$ cat src/verilog/qsg_pkg.sv
// qsg_pkg: constants, register selects and carriers for the abnormal status group.
// assumes a command interpreter on the same clock issues register accesses.
`default_nettype none

package qsg_pkg;

    // register width and legal value range (0 to 32767)
    localparam int          QSG_W          = 16;
    localparam logic [15:0] QSG_VALUE_MASK = 16'h7FFF;

    // condition bit positions
    localparam int QSG_BIT_OVERVOLTAGE = 0;
    localparam int QSG_BIT_OVERCURRENT = 1;
    localparam int QSG_BIT_OVERTEMP    = 4;
    localparam int QSG_BIT_INHIBIT     = 9;
    localparam int QSG_BIT_UNREGULATED = 10;

    // position of the summary bit inside the status byte
    localparam int QSG_SUMMARY_BIT_POS = 3;

    // reset and preset values
    localparam logic [15:0] QSG_RESET_VALUE  = 16'h0000;
    localparam logic [15:0] QSG_PRESET_RISE  = 16'h0613;
    localparam logic [15:0] QSG_PRESET_CLEAR = 16'h0000;

    // register selected by a command
    typedef enum logic [2:0] {
        QSG_SEL_CONDITION,
        QSG_SEL_EVENT,
        QSG_SEL_MASK,
        QSG_SEL_FALL_FILTER,
        QSG_SEL_RISE_FILTER
    } qsg_sel_e;

    // one register access from the command interpreter
    typedef struct packed {
        logic          valid;
        logic          write;
        qsg_sel_e      sel;
        logic [15:0]   wdata;
    } qsg_cmd_s;

    // live protection and inhibit monitor levels
    typedef struct packed {
        logic overvoltage_trip;
        logic overcurrent_trip;
        logic overtemperature_flag;
        logic remote_inhibit_active;
        logic output_unregulated;
    } qsg_cond_s;

    // the whole block state
    typedef struct packed {
        logic [15:0] sync1;
        logic [15:0] sync2;
        logic [15:0] cond_prev;
        logic [15:0] event_latch;
        logic [15:0] summary_mask;
        logic [15:0] fall_filter;
        logic [15:0] rise_filter;
        logic [15:0] rd_data;
        logic        rd_valid;
        logic        summary;
    } qsg_state_s;

endpackage : qsg_pkg

`default_nettype wire

$ cat src/verilog/qsg_status_group.sv
// qsg_status_group: condition, filter, event latch, mask and summary of the abnormal status group.
// assumes monitor inputs are asynchronous levels and commands are single-cycle on clock.
//
// Operation
// - filtered edges set sticky read-only event bits
// - reading the event register clears it
// - condition register shows live monitor levels
// - mask register writable, 0..32767, resets zero
// - summary bit is OR of masked events
// - falling-edge filter bit passes falling edges
// - rising-edge filter bit passes rising edges
// - both filter bits pass either edge
// - no filter bits, no event
// - filter write may itself set events
// - filters writable, 0..32767, reset zero
// - fixed condition bit map, others zero
// - preset: rise filter 1555, others cleared
// - clear-status command clears event register
`timescale 1ns/1ps
`default_nettype none

module qsg_status_group (
    input  wire logic               clock,
    input  wire logic               rst_b,
    input  wire qsg_pkg::qsg_cond_s monitors,
    input  wire qsg_pkg::qsg_cmd_s  cmd,
    input  wire logic               status_preset_command,
    input  wire logic               clear_status_command,
    output logic [15:0]             rd_data,
    output logic                    rd_valid,
    output logic                    abnormal_summary_bit
);
    import qsg_pkg::*;

    // map monitor levels onto their condition bit weights
    function automatic logic [15:0] cond_vector(input qsg_cond_s m);
        logic [15:0] v;
        v                      = 16'h0000;
        v[QSG_BIT_OVERVOLTAGE] = m.overvoltage_trip;
        v[QSG_BIT_OVERCURRENT] = m.overcurrent_trip;
        v[QSG_BIT_OVERTEMP]    = m.overtemperature_flag;
        v[QSG_BIT_INHIBIT]     = m.remote_inhibit_active;
        v[QSG_BIT_UNREGULATED] = m.output_unregulated;
        return v;
    endfunction

    // true when the command is a write of the given register
    function automatic logic is_write(input qsg_cmd_s c, input qsg_sel_e s);
        return c.valid && c.write && (c.sel == s);
    endfunction

    // true when the command is a read of the given register
    function automatic logic is_read(input qsg_cmd_s c, input qsg_sel_e s);
        return c.valid && !c.write && (c.sel == s);
    endfunction

    qsg_state_s  st_r;
    qsg_state_s  st_nxt;
    logic [15:0] rise_w;
    logic [15:0] fall_w;
    logic [15:0] set_w;
    logic        ev_clear_w;
    logic        filt_wr_w;

    // edges of the synchronised conditions against the previous clock
    assign rise_w     = st_r.sync2 & ~st_r.cond_prev;
    assign fall_w     = ~st_r.sync2 & st_r.cond_prev;
    assign ev_clear_w = is_read(cmd, QSG_SEL_EVENT) || clear_status_command;
    assign filt_wr_w  = is_write(cmd, QSG_SEL_RISE_FILTER) || is_write(cmd, QSG_SEL_FALL_FILTER)
                        || status_preset_command;

    // next state: filters, mask, event latch, read data and summary
    always_comb begin
        logic [15:0] new_rise;
        logic [15:0] new_fall;
        logic [15:0] filt_set;
        new_rise = st_r.rise_filter;
        new_fall = st_r.fall_filter;
        filt_set = 16'h0000;
        st_nxt   = st_r;

        // two-flop synchroniser then previous-value register
        st_nxt.sync1     = cond_vector(monitors);
        st_nxt.sync2     = st_r.sync1;
        st_nxt.cond_prev = st_r.sync2;

        // host writes of the writable registers, bit 15 held zero
        if (is_write(cmd, QSG_SEL_MASK)) begin
            st_nxt.summary_mask = cmd.wdata & QSG_VALUE_MASK;
        end
        if (is_write(cmd, QSG_SEL_RISE_FILTER)) begin
            new_rise = cmd.wdata & QSG_VALUE_MASK;
        end
        if (is_write(cmd, QSG_SEL_FALL_FILTER)) begin
            new_fall = cmd.wdata & QSG_VALUE_MASK;
        end

        // preset overrides a write in the same cycle
        if (status_preset_command) begin
            new_rise            = QSG_PRESET_RISE;
            new_fall            = QSG_PRESET_CLEAR;
            st_nxt.summary_mask = QSG_PRESET_CLEAR;
        end
        st_nxt.rise_filter = new_rise;
        st_nxt.fall_filter = new_fall;

        // newly enabled filter bits act as if the edge into the present level occurred
        filt_set = (new_rise & ~st_r.rise_filter & st_r.sync2)
                 | (new_fall & ~st_r.fall_filter & ~st_r.sync2);

        // event latch: sticky, read or clear-status clears, set wins
        if (ev_clear_w) begin
            st_nxt.event_latch = 16'h0000;
        end
        st_nxt.event_latch = st_nxt.event_latch | set_w | filt_set;

        // register read returns the value before any clear
        st_nxt.rd_valid = cmd.valid && !cmd.write;
        st_nxt.rd_data  = st_r.rd_data;
        if (cmd.valid && !cmd.write) begin
            unique case (cmd.sel)
                QSG_SEL_CONDITION:   st_nxt.rd_data = st_r.sync2;
                QSG_SEL_EVENT:       st_nxt.rd_data = st_r.event_latch;
                QSG_SEL_MASK:        st_nxt.rd_data = st_r.summary_mask;
                QSG_SEL_FALL_FILTER: st_nxt.rd_data = st_r.fall_filter;
                QSG_SEL_RISE_FILTER: st_nxt.rd_data = st_r.rise_filter;
                default:             st_nxt.rd_data = 16'h0000;
            endcase
        end

        // summary follows the registered event and mask one cycle later
        st_nxt.summary = |(st_r.event_latch & st_r.summary_mask);
    end

    // edge filter: each direction passes only where its filter bit is one
    assign set_w = (rise_w & st_r.rise_filter) | (fall_w & st_r.fall_filter);

    // state register with synchronous reset
    always_ff @(posedge clock) begin
        if (!rst_b) begin
            st_r <= '0;
        end else begin
            st_r <= st_nxt;
        end
    end

    // outputs straight from flip-flops
    assign rd_data              = st_r.rd_data;
    assign rd_valid             = st_r.rd_valid;
    assign abnormal_summary_bit = st_r.summary;
endmodule // qsg_status_group

`default_nettype wire

$ cat config.mk
export PLATFORM = sky130hd
export DESIGN_NAME = qsg_status_group
export DESIGN_NICKNAME = d
export VERILOG_FILES = /design/src/verilog/qsg_pkg.sv /design/src/verilog/qsg_status_group.sv
export SDC_FILE = /design/constraint.sdc
export NUM_CORES = 1
export LEC_CHECK = 0
export ABC_AREA = 1
export BUFFER_PORTS_ARGS = -buffer_cell sky130_fd_sc_hd__clkbuf_2
export CAP_MARGIN = 40
export CELL_PAD_IN_SITES_DETAIL_PLACEMENT = 1
export CELL_PAD_IN_SITES_GLOBAL_PLACEMENT = 2
export CORE_MARGIN = 4
export CORE_UTILIZATION = 33
export DETAILED_ROUTE_END_ITERATION = 8
export GPL_TIMING_DRIVEN = 0
export PLACE_DENSITY = 0.86
export SLEW_MARGIN = 20
export SYNTH_ARGS = -nofsm -noshare
export SYNTH_HDL_FRONTEND = slang
export SYNTH_SLANG_ARGS = --single-unit
$ cat constraint.sdc
create_clock -name clock -period 1.2 [get_ports clock]
set_input_delay 0.06 -clock clock [delete_from_list [all_inputs] [get_ports clock]]
set_output_delay 0.06 -clock clock [all_outputs]
set_load 0.02 [all_outputs]
==> impl_metrics.yaml <==
run_status:
  outcome: "completed"
final_layout:
  diodes: 0
  fin_cells: 853
  finalNetCount: 706
  fillCellCount: 1599
  layout-area-overhead-vs-synth_pct: 21.5
  postLayoutCoreUtil_pct: 41.4
  drive_gt1_share_pct: 18.2
worst_setup_path:
  cp.arrival_ns: 1.36
  cpMaxStageDelayCell: "buf_2"
  r2r-end: "rd_data[4]"
  worst-setup-path-type: "in2reg"
  end_kind: "flop"
  r2r_start: "st_nxt[86]"
  max_stage_delay_ns: 0.24
  critPathLaunchType: "input port"
  path_cells: "buf_2 -> inv_4 -> nand3_2 -> inv_2 -> buf_2 -> nand2_1 -> nand2_1 -> o21ai_1 -> a21oi_1"
  ff2ff_path_depth: 4
  r2r_slack_ns: 0.09
  critical_path_required_ns: 1.43
  path_max_fanout: 10
die:
  die_w_um: 123
  die_h_um: 123
  start_util_pct: 34.0
  io_pins: 48
  dieArea_um2: 15100
  row_count: 41
  fp.coreArea_um2: 12800
sta:
  period_share_pct: 93.7
  grt_setup_unrepaired: "false"
  tightestPinTransition_ns: 0.666
  max_clock_freq_mhz: 889
  hold_viol: 0
  finalSetupViolCount: 0
  fin_crit_ns: 1.12
  relSlewSlack_pct: 55.6
  final_max_slew_viol_count: 0
  finClkSkew_ns: 0.00937
detailed_routing:
  firstDrtPassIters: 5
  routed_via_density: 4.92
  routedWlPerCell_um: 16.7
  drt_iter0_drc: 222
  vias: 4200
  drtAntennaViolNets: 0
  drc: 0
  routed_wl_um: 14200
clock_network:
  clk_pin_slew_ns: 0.07
  clock_latency_ns: 0.35
  root_buffer: "clkbuf_16"
  cts.sinks: 96
  cts-buffers-inserted: 9
  htreeDepth: 3
  cts_tree: "yes"
  clock_path_buffers: 2
worst_hold_path:
  hold_path.class: "in2reg"
  min_path_cells: 3
  worstHoldStart: "cmd[11]"
  min_to: "st_r[61]"
synth:
  yosysTopAreaCellShare_pct: 44.2
  synth-edff-count: 0
  postSynthCellCount: 604
  synth-seq-cells: 96
  synth_area_um2: 4350
  syn-num-nets: 634
  synth_cell_types: 29
  synthFlopType: "dfxtp_1"
  synthTopCellsByCount: "125 x nand2_1, 96 x dfxtp_1, 75 x inv_1, 54 x nor2_1, 44 x o21ai_1"
  synthArstFlopShare_pct: 0
  ys_warn_count: 0
  synthTopCellsByArea: "dfxtp_1 44%, nand2_1 11%, inv_1 6.5%, nand4_1 5.6%, o21ai_1 5.1%"
  ys_seq_area_share_pct: 44.2
  synth.most_common_cell: "nand2_1"
  avgSynthCellArea_um2: 7.20
  synth_largest_area_cell: "dfxtp_1"
grt:
  overflow: 0
  grt_antenna_before_repair: 0
  grt_pass1_vias: 4324
  grt_max_degree: 17
  globalRouteTotalUtil_pct: 20.1
  grt_first_pass_wirelength_um: 22900
place:
  hpwl_um: 10100
  io_buffers: 44
  gp_congestion: 0.851
  dpl.cell_count: 820
flow_run:
  maxCapViolCount: 0
power:
  p_per_area_nw_per_um2: 1330
  p_leak_nw: 2.33
  ir_worst_vdd_mv: 0.603
  power_mw: 7.04
-- logic make-up (layout without fill, tap and decap cells) --
family	count (synthesis)	in the layout	synth area share [%]
and+or+nand+nor	259	259	27.3
buffers and inverters	130	207	13.9
AOI/OAI and AO/OA	119	119	14.6
DFF	96	96	44.2
-- metrics by stage --
step	setup WS [ns]	instance area, µm²	setup TNS, ns	hold slack (ns)
after floorplan	0.153	4350	0	0.158
after global placement	-0.354	4780	-15.90	0.241
after detailed placement	-0.389	4780	-17.82	0.250
after CTS	0.0657	5260	0	0.0120
after global routing	0.00343	5280	0	0.0337
final	0.0751	5280	0	0.0151
-- registers in the layout, summed over array words and instances, names as in the netlist --
register and cells:
st_r 68, rd_data 16, st_nxt 10, abnormal_summary_bit 1, rd_valid 1
-- worst max-delay path: cells and delay by family --
kind | cells | cell delay, ns
and+or+nand+nor | 3 | 0.35
AOI/OAI and AO/OA | 2 | 0.33
buffers and inverters | 4 | 0.62
-- how the worst max path moves through the flow --
| stage | start | end | slack (ns) | cells past startpoint |
|---|---|---|---|---|
| floorplan | cmd[18] | st_r[40] | 0.15 | 8 |
| global placement | cmd[20] | st_r[76] | -0.35 | 8 |
| detailed placement | cmd[20] | st_r[76] | -0.39 | 8 |
| CTS | cmd[16] | st_r[76] | 0.07 | 11 |
| global route | cmd[18] | rd_data[5] | 0.003 | 9 |
| finish | cmd[18] | rd_data[11] | 0.08 | 9 |
-- cell usage in the layout (no fill, tap or decap), types with 6 or more instances in the layout --
cell type / n
nand4_1: 39
buf_2: 16
a21oi_1: 39
inv_1: 75
dlygate4sd3_1: 14
buf_4: 21
o21ai_0: 26
clkbuf_2: 47
nand2_1: 124
o21ai_1: 44
nand3_1: 28
dfxtp_1: 96
clkbuf_1: 6
nor2_1: 53
clkbuf_16: 9
inv_2: 7
-- where the power goes --
part           internal [mW]  total (mW)  leakage, nW  switching [mW]
Combinational          0.173       0.546         1.39           0.373
Sequential              3.24        3.29        0.779          0.0427
Clock                   1.89        3.20        0.159            1.31
-- layout make-up --
cell class / count / area (µm²) / area share (%)
sequential: 96 / 1920 / 36.4
multi-input combinational: 378 / 1830 / 34.6
timing repair buffer: 61 / 383 / 7.25
inverter: 83 / 314 / 5.95
buffer: 47 / 290 / 5.50
clock buffer: 10 / 239 / 4.52
tap: 172 / 215 / 4.07
clock inverter: 6 / 90.1 / 1.71
-- layer usage --
| layer | part of all wire, % | vias to the layer above | global-route usage, % | wire length (µm) |
|---|---|---|---|---|
| met1 | 45 | 2021 | 25.6 | 6440 |
| met3 | 4.0 | 15 | 3.09 | 568 |
| met5 | 0 | - | 0 | 0 |
| met4 | 1.3 | 0 | 6.65 | 189 |
| li1 | - | 2091 | - | - |
| met2 | 49 | 73 | 34.8 | 7010 |
-- what timing repair did --
item                                    in CTS  in global routing
pin swaps                                    0                  1
hold endpoints to repair                    14                  0
gates resized for setup                      1                  3
endpoints found under the setup margin       8                  3
gates cloned                                 0                  0
hold buffers                                14                  0
setup buffers                                0                  3
No activity file was read; power rests on OpenSTA's default activity.
